### config.mk
export PLATFORM = sky130hd
export DESIGN_NAME = cdf_fault_slew
export DESIGN_NICKNAME = d
export VERILOG_FILES = /design/src/logic/cdf_pkg.sv /design/src/logic/cdf_fault_slew.sv
export SDC_FILE = /design/constraint.sdc
export NUM_CORES = 1
export LEC_CHECK = 0
export BUFFER_PORTS_ARGS = -buffer_cell sky130_fd_sc_hd__buf_2
export CAP_MARGIN = 40
export CORE_ASPECT_RATIO = 2
export CORE_MARGIN = 3
export CORE_UTILIZATION = 31
export CTS_BUF_LIST = sky130_fd_sc_hd__clkbuf_4
export DETAILED_ROUTE_END_ITERATION = 10
export SLEW_MARGIN = 20
export SYNTH_ARGS = -nofsm -noshare
export SYNTH_HDL_FRONTEND = slang
export SYNTH_SLANG_ARGS = --single-unit
### constraint.sdc
create_clock -name clock -period 3.9 [get_ports clock]
set_input_delay 0.39 -clock clock [delete_from_list [all_inputs] [get_ports clock]]
set_output_delay 0.39 -clock clock [all_outputs]
set_load 0.01 [all_outputs]
### src/logic/cdf_pkg.sv
`default_nettype none
package cdf_pkg;

    // ------------------------------------------------------------------
    // Sizes and timing
    // ------------------------------------------------------------------
    localparam int CODE_W = 16;
    localparam int CLK_HZ_NOM = 50_000_000;
    localparam int SLEW_DIV_W = 16;
    localparam int RATE_CODES = 16;

    // Slew update rates in Hz, indexed by the 4-bit rate code.
    localparam int SLEW_HZ [RATE_CODES] = '{
        257730, 198410, 152440, 131580, 115740, 69440, 37590, 25770,
        20160, 16030, 10290, 8280, 6900, 5530, 4240, 3300
    };

    // ------------------------------------------------------------------
    // Control word layout
    // ------------------------------------------------------------------
    localparam logic [7:0] CTRL_ADDR = 8'h55;
    localparam logic [2:0] RANGE_4_20 = 3'h5;
    localparam logic [2:0] RANGE_0_20 = 3'h6;
    localparam logic [2:0] RANGE_0_24 = 3'h7;
    localparam logic [CODE_W-1:0] CLEAR_CODE = 16'h0000;
    localparam logic [CODE_W-1:0] CODE_RESET = 16'h0000;

    typedef struct packed {
        logic [1:0] zero_bits;
        logic ext_rset_select;
        logic output_drive_enable;
        logic [3:0] slew_update_rate_sel;
        logic [2:0] slew_step_sel;
        logic slew_enable;
        logic chain_enable;
        logic [2:0] range_select;
    } cdf_ctrl_t;

    localparam cdf_ctrl_t CTRL_RESET = '0;

    typedef struct packed {
        logic loop_fault_flag;
        logic slew_active_flag;
        logic overtemp_flag;
    } cdf_status_t;

    localparam cdf_status_t STATUS_RESET = '0;

endpackage
`default_nettype wire

### src/logic/cdf_fault_slew.sv
`timescale 1ns/1ns
`default_nettype none
module cdf_fault_slew #(
    parameter int CLK_HZ = cdf_pkg::CLK_HZ_NOM,
    parameter int DATA_W = 16
) (
    input wire logic clock,
    input wire logic rst,
    input wire logic clk_en,
    input wire logic headroom_low,
    input wire logic overtemp_detect,
    input wire logic clear_in,
    input wire logic load_n,
    input wire logic ctrl_wr,
    input wire cdf_pkg::cdf_ctrl_t ctrl_word,
    input wire logic data_wr,
    input wire logic [cdf_pkg::CODE_W-1:0] data_word,
    output logic fault_n_out,
    output logic fault_n_oe,
    output cdf_pkg::cdf_status_t status,
    output cdf_pkg::cdf_ctrl_t ctrl,
    output logic [DATA_W-1:0] code_out
);
    import cdf_pkg::*;

    // ------------------------------------------------------------------
    // Helpers
    // ------------------------------------------------------------------
    // The code is held in fine units: the 12-bit part keeps four fraction
    // bits, so a step of one unit is 1/16 LSB there and 1 LSB otherwise.
    function automatic logic [CODE_W-1:0] step_size(input logic [2:0] sel);
        step_size = CODE_W'(1) << sel;
    endfunction

    function automatic logic [CODE_W-1:0] step_toward(
        input logic [CODE_W-1:0] cur,
        input logic [CODE_W-1:0] tgt,
        input logic [CODE_W-1:0] stp
    );
        if (tgt > cur)
            step_toward = (tgt - cur <= stp) ? tgt : cur + stp;
        else
            step_toward = (cur - tgt <= stp) ? tgt : cur - stp;
    endfunction

    // Every range clears to code zero: zero maps to 4 mA or 0 mA.
    function automatic logic [CODE_W-1:0] range_bottom(input logic [2:0] r);
        unique case (r)
            RANGE_4_20, RANGE_0_20, RANGE_0_24: range_bottom = CLEAR_CODE;
            default: range_bottom = CLEAR_CODE;
        endcase
    endfunction

    logic [SLEW_DIV_W-1:0] div_tab [RATE_CODES];
    for (genvar i = 0; i < RATE_CODES; i++)
    begin : g_div
        assign div_tab[i] = SLEW_DIV_W'(CLK_HZ / SLEW_HZ[i] - 1);
    end

    // ------------------------------------------------------------------
    // State
    // ------------------------------------------------------------------
    cdf_ctrl_t ctrl_reg, ctrl_next;
    cdf_status_t status_reg, status_next;
    logic [CODE_W-1:0] acc_reg, acc_next;
    logic [CODE_W-1:0] target_reg, target_next;
    logic [CODE_W-1:0] saved_reg, saved_next;
    logic [SLEW_DIV_W-1:0] div_reg, div_next;
    logic cleared_reg, cleared_next;
    logic load_n_reg, load_n_next;
    logic fault_n_reg, fault_n_next;
    logic fault_oe_reg, fault_oe_next;
    logic tick;
    logic load_pulse;

    assign load_pulse = load_n_reg && !load_n;
    assign tick = ctrl_reg.slew_enable && acc_reg != target_reg
        && div_reg == '0;

    always_comb
    begin
        ctrl_next = ctrl_reg;
        acc_next = acc_reg;
        target_next = target_reg;
        saved_next = saved_reg;
        cleared_next = cleared_reg;
        load_n_next = load_n;
        div_next = div_reg;
        status_next.loop_fault_flag = headroom_low;
        status_next.overtemp_flag = overtemp_detect;
        status_next.slew_active_flag = ctrl_reg.slew_enable
            && acc_reg != target_reg;
        fault_n_next = !(headroom_low || overtemp_detect);
        fault_oe_next = headroom_low || overtemp_detect;

        // Slew engine: the divider only runs while a move is pending.
        if (ctrl_reg.slew_enable && acc_reg != target_reg)
        begin
            if (div_reg == '0)
            begin
                div_next = div_tab[ctrl_reg.slew_update_rate_sel];
                acc_next = step_toward(acc_reg, target_reg,
                    step_size(ctrl_reg.slew_step_sel));
            end
            else
            begin
                div_next = div_reg - SLEW_DIV_W'(1);
            end
        end
        else
        begin
            div_next = div_tab[ctrl_reg.slew_update_rate_sel];
        end

        if (ctrl_wr)
        begin
            ctrl_next = ctrl_word;
            ctrl_next.zero_bits = '0;
            target_next = acc_reg;
            acc_next = acc_reg;
        end

        if (clear_in)
        begin
            // Data writes are dropped here; the saved value is untouched.
            target_next = range_bottom(ctrl_reg.range_select);
            cleared_next = 1'b1;
            if (!ctrl_reg.slew_enable)
                acc_next = range_bottom(ctrl_reg.range_select);
        end
        else if (data_wr)
        begin
            target_next = data_word;
            saved_next = data_word;
            cleared_next = 1'b0;
            if (!ctrl_reg.slew_enable)
                acc_next = data_word;
        end
        else if (cleared_reg && load_pulse)
        begin
            target_next = saved_reg;
            cleared_next = 1'b0;
            if (!ctrl_reg.slew_enable)
                acc_next = saved_reg;
        end
        // Otherwise the cleared value simply stands.
    end

    always_ff @(posedge clock)
    begin
        if (rst)
        begin
            ctrl_reg <= CTRL_RESET;
            status_reg <= STATUS_RESET;
            acc_reg <= CODE_RESET;
            target_reg <= CODE_RESET;
            saved_reg <= CODE_RESET;
            div_reg <= '0;
            cleared_reg <= 1'b0;
            load_n_reg <= 1'b1;
            fault_n_reg <= 1'b1;
            fault_oe_reg <= 1'b0;
        end
        else if (clk_en)
        begin
            ctrl_reg <= ctrl_next;
            status_reg <= status_next;
            acc_reg <= acc_next;
            target_reg <= target_next;
            saved_reg <= saved_next;
            div_reg <= div_next;
            cleared_reg <= cleared_next;
            load_n_reg <= load_n_next;
            fault_n_reg <= fault_n_next;
            fault_oe_reg <= fault_oe_next;
        end
    end

    assign fault_n_out = fault_n_reg;
    assign fault_n_oe = fault_oe_reg;
    assign status = status_reg;
    assign ctrl = ctrl_reg;
    assign code_out = acc_reg[CODE_W-1 -: DATA_W];
endmodule // cdf_fault_slew
`default_nettype wire

## Yosys cells after proc, flatten, opt, wreduce, memory -nomap -nowiden

Memories as Yosys holds them, arrays and structs flattened.
Index checks and enable logic that the tools add are counted.

| operators by class | value |
|---|---|
| add/subtract/negate cells | 5 |
| multipliers | 0 |
| divide/modulo/power cells | 0 |
| order comparisons | 4 |
| eq/ne operators | 1 |
| shift-type cells | 1 |
| multiplexer cells | 23 |
| bitwise logic cells | 2 |
| reductions and logical operators | 13 |

Operators with widths:

| cell | count |
|---|---|
| 2-to-1 mux 16 bit | 20 |
| subtractor 16 bit | 3 |
| less-or-equal comparator 16 bit | 2 |
| adder 16 bit | 1 |
| > comparator 16 bit | 1 |
| zero test 16 bit | 1 |
| inequality test 16 bit | 1 |
| left shift 1 x 3 -> 16 bit, first input constant | 1 |
| subtractor 16 x 1 -> 16 bit, second input constant | 1 |
| AND reduction 2 bit | 3 |
| >= comparator 5 bit, second input constant | 1 |
| inverter 4 -> 5 bit | 1 |
| nonzero test 4 bit | 1 |
| logical AND 1 bit | 3 |
| 2-to-1 mux 1 bit | 3 |
| AND reduction 3 bit | 1 |
| nonzero test 3 bit | 1 |
| zero test 1 bit | 2 |
| logical OR 1 bit | 1 |
| inverter 1 bit | 1 |

| storage, ports and cells | value |
|---|---|
| flip-flop bits (word level) | 85 |
| bits in latches | 0 |
| memory bits (writable) | 0 |
| ROM bits | 256 |
| input port bits | 41 |
| output and inout port bits | 37 |
| memories kept | 1 |

Memories:

| memory | depth | width | read ports | clocked after Yosys merged registers in | write ports | RTL line | source |
|---|---|---|---|---|---|---|---|
| (name not given) | 16 | 16 | 1 | 0 | 0 | cdf_fault_slew.sv:112 | `div_next = div_tab[ctrl_reg.slew_update_rate_sel];` |

## Longest topological paths before layout

Gate-level depths: netlist of the first run.

| depth | value |
|---|---|
| depth after elaboration | 11 |
| gate-level depth with buffers | 19 |

## Worst setup path before layout of the first run

Ideal clock, no wire load.

| timing | value |
|---|---|
| path kind | register to register |
| start | register acc_reg[1], in the netlist code_out[1] |
| end | register acc_reg[12], in the netlist code_out[12] |
| library setup time | 114 ps |
| arrival time | 3869 ps |
| data required time | 3786 ps |
| slack | -83 ps |
| cell stages (with the launch flop) | 16 |
| path buffers | 0 |
| cells stage by stage | dfxtp_1 inv_1 fa_1 a21o_1 a221o_1 xor2_1 ha_1 a21oi_1 nand2_1 a211oi_1 a21oi_1 a2111o_1 nor4_4 mux2i_2 o221a_1 a21o_1 |

| on the way | value |
|---|---|
| word-level cells in the longest chain between the ends | 11 |
| elaborated cells on any way between the ends | 21 |
| those cells by class | add/sub (4); order compare (3); eq/ne (1); mux (12); reduce/logical (1) |

Ends and longest elaborated chain:

| what | RTL line | source |
|---|---|---|
| start, declared | cdf_fault_slew.sv:65 | `logic [CODE_W-1:0] acc_reg, acc_next;` |
| start signal, assigned | cdf_fault_slew.sv:168 | `acc_reg <= acc_next;` |
| subtractor 16 bit (on tied branches) | cdf_fault_slew.sv:43, cdf_fault_slew.sv:41 |  |
| less-or-equal comparator 16 bit (on tied branches) | cdf_fault_slew.sv:43, cdf_fault_slew.sv:41 |  |
| 2-to-1 mux 16 bit (on tied branches) | cdf_fault_slew.sv:43, cdf_fault_slew.sv:41 |  |
| 2-to-1 mux 16 bit | cdf_fault_slew.sv:40 | `if (tgt > cur)` |
| 2-to-1 mux 16 bit | cdf_fault_slew.sv:99 | `if (div_reg == '0)` |
| 2-to-1 mux 16 bit (*) | cdf_fault_slew.sv:97 | `if (ctrl_reg.slew_enable && acc_reg != target_reg)` |
| 2-to-1 mux 16 bit (*) | cdf_fault_slew.sv:115 | `if (ctrl_wr)` |
| 2-to-1 mux 16 bit | cdf_fault_slew.sv:143 | `if (!ctrl_reg.slew_enable)` |
| 2-to-1 mux 16 bit | cdf_fault_slew.sv:139 | `else if (cleared_reg && load_pulse)` |
| 2-to-1 mux 16 bit | cdf_fault_slew.sv:131 | `else if (data_wr)` |
| 2-to-1 mux 16 bit (*) | cdf_fault_slew.sv:123 | `if (clear_in)` |

Every way passes the cells marked *; elsewhere a longest branch is shown, timed or not.
A chain may end at the register's enable or synchronous reset.

## Worst setup path in the final report of the first run

| timing | value |
|---|---|
| start | register target_reg[0] |
| end | register acc_reg[10], in the netlist code_out[10] |

| on the way | value |
|---|---|
| word-level cells in the longest chain between the ends | 11 |
| elaborated cells on any way between the ends | 19 |
| those cells by class | add/sub (2); order compare (3); eq/ne (1); mux (12); reduce/logical (1) |

Ends and longest elaborated chain:

| what | RTL line | source |
|---|---|---|
| start, declared | cdf_fault_slew.sv:66 | `logic [CODE_W-1:0] target_reg, target_next;` |
| start signal, assigned | cdf_fault_slew.sv:169 | `target_reg <= target_next;` |
| subtractor 16 bit (on tied branches) | cdf_fault_slew.sv:43, cdf_fault_slew.sv:41 |  |
| less-or-equal comparator 16 bit (on tied branches) | cdf_fault_slew.sv:43, cdf_fault_slew.sv:41 |  |
| 2-to-1 mux 16 bit (on tied branches) | cdf_fault_slew.sv:43, cdf_fault_slew.sv:41 |  |
| 2-to-1 mux 16 bit | cdf_fault_slew.sv:40 |  |
| 2-to-1 mux 16 bit | cdf_fault_slew.sv:99 |  |
| 2-to-1 mux 16 bit (*) | cdf_fault_slew.sv:97 |  |
| 2-to-1 mux 16 bit (*) | cdf_fault_slew.sv:115 |  |
| 2-to-1 mux 16 bit | cdf_fault_slew.sv:143 |  |
| 2-to-1 mux 16 bit | cdf_fault_slew.sv:139 |  |
| 2-to-1 mux 16 bit | cdf_fault_slew.sv:131 |  |
| 2-to-1 mux 16 bit (*) | cdf_fault_slew.sv:123 |  |

Marks and branches as above.

==> results of run 1 <==
-- what timing repair did --
action | CTS | global route
gates resized for setup | 35 | 16
pin swaps | 23 | 22
buffers inserted | 10 | 5
cloned | 1 | 1
setup endpoints to repair | 16 | 16
-- final cells by class --
cell class | instances | area [sq um] | area share [%]
Clock buffer | 12 | 90.1 | 0.920
Timing Repair Buffer | 191 | 1320 | 13.5
Tap cell | 336 | 420 | 4.30
Multi-Input combinational cell | 910 | 5960 | 60.8
Clock inverter | 4 | 50.0 | 0.511
Sequential cell | 85 | 1710 | 17.5
Inverter | 64 | 240 | 2.45
Antenna cell | 1 | 2.50 | 0.0256
-- critical path: cells and delay by family, from the launching register on --
family	cells	cell delay, ns
adders and majority gates	3	0.78
and+or+nand+nor	2	0.20
muxes	1	0.32
xor gates and xnor gates	1	0.15
DFF	1	0.35
AOI/OAI and AO/OA	8	1.71
buffers and inverters	4	0.38
-- metrics by stage --
step | setup TNS, ns | total power (uW) | instances | setup WS [ns] | util (%)
6_report | -0.219 | 3070 | 1603 | -0.0755 | 38.6
5_1_grt | -1.86 | 3260 | 1603 | -0.189 | 38.6
4_1_cts | -0.0649 | 3060 | 1596 | -0.0253 | 38.1
3_5_place_dp | -4.06 | 2430 | 1569 | -0.312 | 36.6
3_3_place_gp | -3.17 | 2410 | 1568 | -0.267 | 36.6
2_1_floorplan | 0 | 1900 | 1137 | 0.00803 | -
-- routing by layer --
| metal | track usage (%) | vias up | wire length [um] |
|---|---|---|---|
| met5 | 0 | - | 0 |
| met4 | 18.8 | 0 | 3050 |
| met3 | 2.58 | 144 | 1100 |
| met2 | 43.8 | 296 | 17000 |
| met1 | 18.0 | 4177 | 9960 |
| li1 | - | 4344 | - |
-- placed cells by master, fill, tap and decap left out, types with 20 or more instances in the layout --
cell,synthesis,routed
buf_2,3,73
nand2_1,139,136
o21ai_0,79,78
nor2_1,96,94
a21oi_1,144,139
nor3_1,32,32
a22oi_1,20,20
buf_4,4,107
a21o_1,21,21
dfxtp_1,85,79
o211ai_1,21,21
ha_1,71,68
inv_1,63,59
xnor2_1,21,21
-- worst min path at each step --
stage	depth (start not counted)	from	to
final	3	ctrl_word[6]	ctrl[6]$_SDFFE_PP0P_
after detailed placement	1	fault_n_oe$_SDFFE_PP0P_	fault_n_oe$_SDFFE_PP0P_
after global placement	1	fault_n_oe$_SDFFE_PP0P_	fault_n_oe$_SDFFE_PP0P_
after global routing	3	ctrl_word[0]	ctrl[0]$_SDFFE_PP0P_
after CTS	3	ctrl_word[6]	ctrl[6]$_SDFFE_PP0P_
after floorplan	2	div_reg[15]$_SDFFE_PP0P_	div_reg[15]$_SDFFE_PP0P_
-- kinds of logic (layout without fill, tap and decap cells) --
logic type,count (synthesis),in the layout,synth area share (%)
AND/OR/NAND/NOR,396,396,23.9
multiplexers,9,10,1.29
buffers and inverters,143,271,7.19
adder cells (fa/ha/maj),75,75,12.0
other,1,3,0.0466
XOR/XNOR,30,30,3.27
AO/OA/AOI/OAI,397,397,31.1
flip-flops,85,85,21.2
-- power breakdown --
part / total (uW) / leakage (uW) / switching (uW) / internal [uW]
Clock: 545 / 0.0000736 / 328 / 216
Combinational: 1580 / 0.00332 / 923 / 652
Sequential: 951 / 0.000697 / 40.8 / 910
==> impl_metrics.ini, run 1 <==
[layout]
nFillCells = 2730
fin_area_sq_um = 9790
drive_above_1_share_pct = 21.2
finalNetCount = 1377
area_growth_pct = 21.7

[logic_synthesis]
synth_top_area_cell = dfxtp_1
post_synth_instance_area_sq_um = 8050
async_flop_share_pct = 0
ys_top_cells_by_count = a21oi_1, nand2_1, nor2_1, dfxtp_1, o21ai_0
synth-edff-count = 0
ys_ff_latch = 85
synth_area_leaders = dfxtp_1, ha_1, a21oi_1
yosys_warnings = 0
synth_ff_type = dfxtp_1
synth.most_common_cell = a21oi_1
synthDistinctLibCells = 79
syn_avg_cell_area_sq_um = 7.08
yosysSeqAreaShare_pct = 21.2
synth_top_area_share_pct = 21.2
netlist_instances = 1136

[global_route]
antenna_found_initial = 1
grt_pass1_vias = 8938
track_usage_pct = 21.7
grt_overflow = 0
grt_max_degree = 41
grt_pass1_wl_um = 47300

[timing]
fin_crit_sh_pct = 102
setup_slack_ns = -0.0755
slew_headroom_pct = 41.4
hold_viol_final = 0
tightest_slew_ns = 0.877
clock.fmax_mhz = 252
finalSetupViolations = 5
hold_ws_ns = 0.123
period_needed_ns = 3.98
rsz0062_at_grt = true
skew_ns = 0.0302
slew_violations = 0

[floorplan]
die_area_sq_um = 28000
die_x_um = 120
core_sq_um = 25300
start_util_pct = 31.7
io-pin-count = 78
rows = 82
die_h_um = 234

[power_and_ir_drop]
vdd_drop_max_mv = 0.210
p_leak_uw = 0.00409
power_density_nw_per_um2 = 314

[clock_network]
h-tree-depth = 3
numCtsBuffers = 9
cts.clk_slew.worst_paths_ns = 0.16
clk_latency_ns = 0.48
clockBufferDepth = 2
clockRootBuffer = clkbuf_4
holdBufCountCts = 0
cts_tree = done
cts.sinks = 85

[worst_setup_path]
critPathKind = flop to flop
path_max_fanout = 5
endpoint_kind = flop
crit_path_max_incr_delay_ns = 0.37
worst_r2r_endpoint = code_out[10]$_SDFFE_PP0P_
regToRegSetupSlack_ns = -0.08
ff2ff_path_depth = 19
cp-startpoint = target_reg[0]$_SDFFE_PP0P_
crit_chain = inv_2, ha_4, inv_2, fa_2, a21o_1, a221o_1, xor2_1, ha_1, nand4_1, a31oi_2, a211oi_2, a21oi_2, a2111o_1, nor4_4, buf_6, buf_6, mux2_4, a221o_1, a21oi_1
cp.arrival_ns = 4.38
required_ns = 4.30
endpoint = code_out[10]$_SDFFE_PP0P_
startpoint_type = flop
crit_slowest_cell = a221o_1
reg2reg_from = target_reg[0]$_SDFFE_PP0P_

[detailed_routing]
vias = 8961
drt_drc_violations_left = 0
wl_per_cell_um = 19.4
drt-total-wl_um = 31100
drt_pass1_iterations = 5
viasPerCell = 5.59
drt_iter0_drc = 397
ant_nets = 0

[min_path]
hp-class = input port to flop

[placed_design]
hpwl_um = 24900
dpl_cell_area_sq_um = 9280
gp_congestion = 0.960
portBuffers = 73

[run]
maxCapViolCount = 0

[status]
status = finished with violations
violations = negative setup slack
Note: power is estimated with default switching activity, not from simulation.
==> run 2, diff against run 1 <==
Settings changed: SKIP_LAST_GASP set to 1.
==> impl_metrics.ini, run 2 (same netlist as run 1, synthesis figures left out) <==
[power_and_ir_drop]
vdd_drop_max_mv = 0.210
power_density_nw_per_um2 = 314
p_sw_share_pct = 42.1
seqPwrFrac_pct = 30.9
clkPwrFrac_pct = 17.8
intPower_uw = 1780
power.switching_uw = 1290
comb_power_share_pct = 51.3
p_leak_uw = 0.00410
power_uw = 3070

[clock_network]
clockBufferDepth = 2
cts.clk_slew.worst_paths_ns = 0.16
clockRootBuffer = clkbuf_4
clk_latency_ns = 0.48
h-tree-depth = 3
numCtsBuffers = 9
cts_tree = done
cts.sinks = 85

[global_route]
track_usage_pct = 21.7
grt_max_degree = 41
grt_pass1_vias = 8934
grt_pass1_wl_um = 47200
grt_overflow = 0
antenna_found_initial = 1

[placed_design]
gp_congestion = 0.960
hpwl_um = 24900
portBuffers = 73

[worst_setup_path]
critPathKind = flop to flop
worst_r2r_endpoint = code_out[10]$_SDFFE_PP0P_
ff2ff_path_depth = 19
required_ns = 4.30
endpoint = code_out[10]$_SDFFE_PP0P_
endpoint_kind = flop
startpoint_type = flop
regToRegSetupSlack_ns = -0.05
cp.arrival_ns = 4.35
cp-startpoint = target_reg[0]$_SDFFE_PP0P_
reg2reg_from = target_reg[0]$_SDFFE_PP0P_
path_max_fanout = 5

[floorplan]
start_util_pct = 31.7
rows = 82
die_x_um = 120
die_area_sq_um = 28000
die_h_um = 234
io-pin-count = 78
core_sq_um = 25300

[detailed_routing]
drt_drc_violations_left = 0
drt_pass1_iterations = 5
drt-total-wl_um = 31200
viasPerCell = 5.58
vias = 8942
drt_iter0_drc = 352
wl_per_cell_um = 19.5
ant_nets = 0

[timing]
slew_headroom_pct = 40.9
setup_tns_ns = -0.0813
clock.fmax_mhz = 253
hold_ws_ns = 0.118
hold_viol_final = 0
slew_violations = 0
tightest_slew_ns = 0.884
fin_crit_sh_pct = 101
period_needed_ns = 3.95
setup_slack_ns = -0.0501
rsz0062_at_grt = true
finalSetupViolations = 3
skew_ns = 0.0339

[layout]
nFillCells = 2729
layout_commonest_cell = a21oi_1
utilization_pct = 38.7
layout_common_cells = a21oi_1, nand2_1, buf_4
finalNetCount = 1377
drive_above_1_share_pct = 21.1
area_growth_pct = 21.8

[min_path]
hp-class = input port to flop

[run]
maxCapViolCount = 0

[status]
status = finished with violations
violations = negative setup slack
## run 2: cell counts in the layout (fill, tap and decap cells not counted)
Identical to the previous run, type by type.
## run 2: how the worst min path moves through the flow
stage	slack [ns]	endpoint	cells past startpoint	start
floorplan	0.44	div_reg[15]$_SDFFE_PP0P_	2	div_reg[15]$_SDFFE_PP0P_
global placement	0.43	fault_n_oe$_SDFFE_PP0P_	1	fault_n_oe$_SDFFE_PP0P_
detailed placement	0.44	fault_n_oe$_SDFFE_PP0P_	1	fault_n_oe$_SDFFE_PP0P_
CTS	0.07	ctrl[6]$_SDFFE_PP0P_	3	ctrl_word[6]
global route	0.10	ctrl[0]$_SDFFE_PP0P_	3	ctrl_word[0]
finish	0.12	ctrl[6]$_SDFFE_PP0P_	3	ctrl_word[6]
## run 2: cell type report
class,instances,area (sq um),area share (%)
diodes,1,2.50,0.0255
clock buffers,12,90.1,0.920
clock inverters,4,50.0,0.511
inverters,64,243,2.48
multi-input cells,910,5960,60.8
flip-flops and latches,85,1710,17.5
well taps,336,420,4.29
repair buffers,191,1320,13.5
## run 2: power groups by stage
stage | combinational, uW | sequential, uW | clock, uW
after floorplan | 933 | 972 | 0
after global placement | 1440 | 972 | 0
after detailed placement | 1460 | 972 | 0
after CTS | 1530 | 953 | 574
after global routing | 1700 | 957 | 599
final | 1580 | 951 | 546
## run 2: metal layers
| layer | GRT usage (%) | up-vias | wire, um |
|---|---|---|---|
| met4 | 18.8 | 0 | 3010 |
| met5 | 0 | - | 0 |
| met3 | 2.58 | 137 | 1120 |
| met1 | 17.9 | 4169 | 9910 |
| met2 | 43.8 | 293 | 17200 |
| li1 | - | 4343 | - |
## run 2: worst max-delay path, cell delays in order (launching register included)
cell and delay [ns]:
dfxtp_2 0.36, inv_2 0.06, ha_4 0.12, inv_2 0.03
fa_2 0.33, a21o_1 0.22, a221o_1 0.33, xor2_1 0.16
ha_1 0.33, nand4_1 0.11, a31oi_1 0.20, a211oi_2 0.07
a21oi_2 0.24, a2111o_1 0.18, nor4_4 0.04, buf_6 0.15
buf_6 0.13, mux2_4 0.32, a221o_1 0.34, a21oi_1 0.14
## run 2: timing repair
item                       4_1_cts  5_1_grt
pin swaps                       22       16
hold buffers                     0        0
resized for setup               33       20
setup buffers                   10        4
setup endpoints to repair       16       16
gates cloned                     1        1
## run 2: stage by stage
stage | instances | instance area [sq um] | setup WS (ns)
2_1_floorplan | 1137 | 8060 | 0.00803
3_3_place_gp | 1568 | 9260 | -0.267
3_5_place_dp | 1569 | 9280 | -0.312
4_1_cts | 1596 | 9650 | -0.0384
5_1_grt | 1603 | 9800 | -0.202
6_report | 1603 | 9800 | -0.0501
==> run 3, diff against run 2 <==
==> constraint.sdc (replaced) <==
create_clock -name clock -period 3.9 [get_ports clock]
set_input_delay 0.39 -clock clock [delete_from_list [all_inputs] [get_ports clock]]
set_output_delay 0.39 -clock clock [all_outputs]
set_load 0.02 [all_outputs]
==> impl_metrics.ini, run 3 (same netlist as run 1, synthesis figures left out) <==
[global_route]
grt_pass1_vias = 8727
track_usage_pct = 21.7
grt_pass1_wl_um = 46900
grt_max_degree = 45
grt_overflow = 0
antenna_found_initial = 1

[timing]
fin_crit_sh_pct = 101
tightest_slew_ns = 0.880
slew_violations = 0
setup_slack_ns = -0.0375
clock.fmax_mhz = 254
finalSetupViolations = 2
skew_ns = 0.0232
period_needed_ns = 3.94
hold_viol_final = 0
slew_headroom_pct = 41.2
rsz0062_at_grt = true
setup_tns_ns = -0.0663

[placed_design]
hpwl_um = 25000
gp_congestion = 0.956
portBuffers = 73

[worst_setup_path]
endpoint_kind = flop
required_ns = 4.31
crit_slowest_cell = a221o_1
crit_chain = inv_2, ha_4, inv_2, fa_2, a21o_1, a221o_1, xor2_1, ha_1, nand4_1, buf_4, nor2_1, a21oi_2, a2111o_1, nor4_4, buf_4, mux2i_4, o221a_1, a21o_1
startpoint_type = flop
cp.arrival_ns = 4.35
regToRegSetupSlack_ns = -0.04
crit_path_max_incr_delay_ns = 0.36
critPathKind = flop to flop
worst_r2r_endpoint = code_out[12]$_SDFFE_PP0P_
ff2ff_path_depth = 18
path_max_fanout = 3
reg2reg_from = target_reg[0]$_SDFFE_PP0P_

[floorplan]
rows = 82
die_x_um = 120
die_h_um = 234
io-pin-count = 78
core_sq_um = 25300
start_util_pct = 31.7
die_area_sq_um = 28000

[status]
status = finished with violations
violations = negative setup slack

[clock_network]
numCtsBuffers = 9
clockBufferDepth = 2
h-tree-depth = 3
clk_latency_ns = 0.51
cts_tree = done
cts.sinks = 85
cts.clk_slew.worst_paths_ns = 0.15
clockRootBuffer = clkbuf_4

[min_path]
whs_path_depth = 3
hp-start = ctrl_word[6]
hp-class = input port to flop
hold_path_end = ctrl[6]$_SDFFE_PP0P_

[detailed_routing]
drt_drc_violations_left = 0
viasPerCell = 5.66
drt_iter0_drc = 475
vias = 9064
drt-total-wl_um = 31200
wl_per_cell_um = 19.5
drt_pass1_iterations = 5
ant_nets = 0

[layout]
finalNetCount = 1375
multi_input_area_sq_um = 5950
nFillCells = 2706
final-seq-area_sq_um = 1720
area_growth_pct = 22.0
drive_above_1_share_pct = 20.8
layout_commonest_cell = a21oi_1
layout_common_cells = a21oi_1, nand2_1, buf_4
utilization_pct = 38.7

[power_and_ir_drop]
comb_power_share_pct = 49.6
power_density_nw_per_um2 = 331
intPower_uw = 1920
seqPwrFrac_pct = 29.3
vdd_drop_max_mv = 0.244
power.switching_uw = 1330
clkPwrFrac_pct = 21.1
p_sw_share_pct = 41.0
p_leak_uw = 0.00411

[run]
maxCapViolCount = 0
## run 3: cell types whose count changed in the layout (fill, tap and decap cells not counted), sizes merged
cell	previous run	this run
bufinv	1	3
clkinv	2	1
clkbuf	13	12
buf	190	189
clkinvlp	2	1
## run 3: repair_timing
action,in CTS,in global routing
gates cloned,1,0
hold buffers,0,0
buffers inserted,9,1
endpoints found under the setup margin,16,16
endpoints found under the hold margin,0,0
pin swaps,14,23
resized for setup,21,26
## run 3: power by group through the flow
stage	clock (uW)	sequential [uW]	combinational (uW)
after floorplan	0	987	934
after global placement	0	971	1460
after detailed placement	0	970	1480
after CTS	708	951	1560
after global routing	734	959	1740
final	685	953	1610
## run 3: final cells by class
cell class	instances	area share (%)
diodes	1	0.0255
clock buffers	12	0.918
clock inverters	4	0.995
inverters	64	2.47
multi-input cells	910	60.7
flip-flops and latches	85	17.5
well taps	336	4.28
repair buffers	189	13.2
## run 3: how the worst max path moves through the flow
stage                               startpoint                        end  slack [ns]  cells past startpoint
floorplan             code_out[4]$_SDFFE_PP0P_  code_out[12]$_SDFFE_PP0P_        0.03                     15
global placement      code_out[0]$_SDFFE_PP0P_  code_out[12]$_SDFFE_PP0P_       -0.19                     19
detailed placement    code_out[0]$_SDFFE_PP0P_  code_out[12]$_SDFFE_PP0P_       -0.27                     19
CTS                 target_reg[0]$_SDFFE_PP0P_  code_out[12]$_SDFFE_PP0P_       -0.02                     18
global route        target_reg[0]$_SDFFE_PP0P_  code_out[12]$_SDFFE_PP0P_       -0.24                     18
finish              target_reg[0]$_SDFFE_PP0P_  code_out[12]$_SDFFE_PP0P_       -0.04                     18
## run 3: through the flow
step	hold WS (ns)	power (uW)	area [sq um]	setup WS, ns	cells
floorplan	0.440	1920	8070	0.0329	1137
global placement	0.435	2430	9300	-0.188	1572
detailed placement	0.443	2450	9320	-0.273	1573
CTS	0.0515	3220	9670	-0.0246	1598
global route	0.0815	3430	9810	-0.237	1601
finish	0.0953	3250	9810	-0.0375	1601
## run 3: critical path, delay by kind of cell (launching register included)
kind,cells,cell delay [ns]
compound gates,6,1.48
simple gates,3,0.51
fa+ha+maj,3,0.78
xor+xnor,1,0.15
mux,1,0.12
buf+inv,4,0.45
flops,1,0.35
## run 3: routing by layer
metal	up-vias	track usage [%]	part of all wire, %
li1	4332	-	-
met1	4247	18.5	32
met2	321	42.0	54
met3	164	2.53	3.6
met4	0	20.6	10
met5	-	0	0
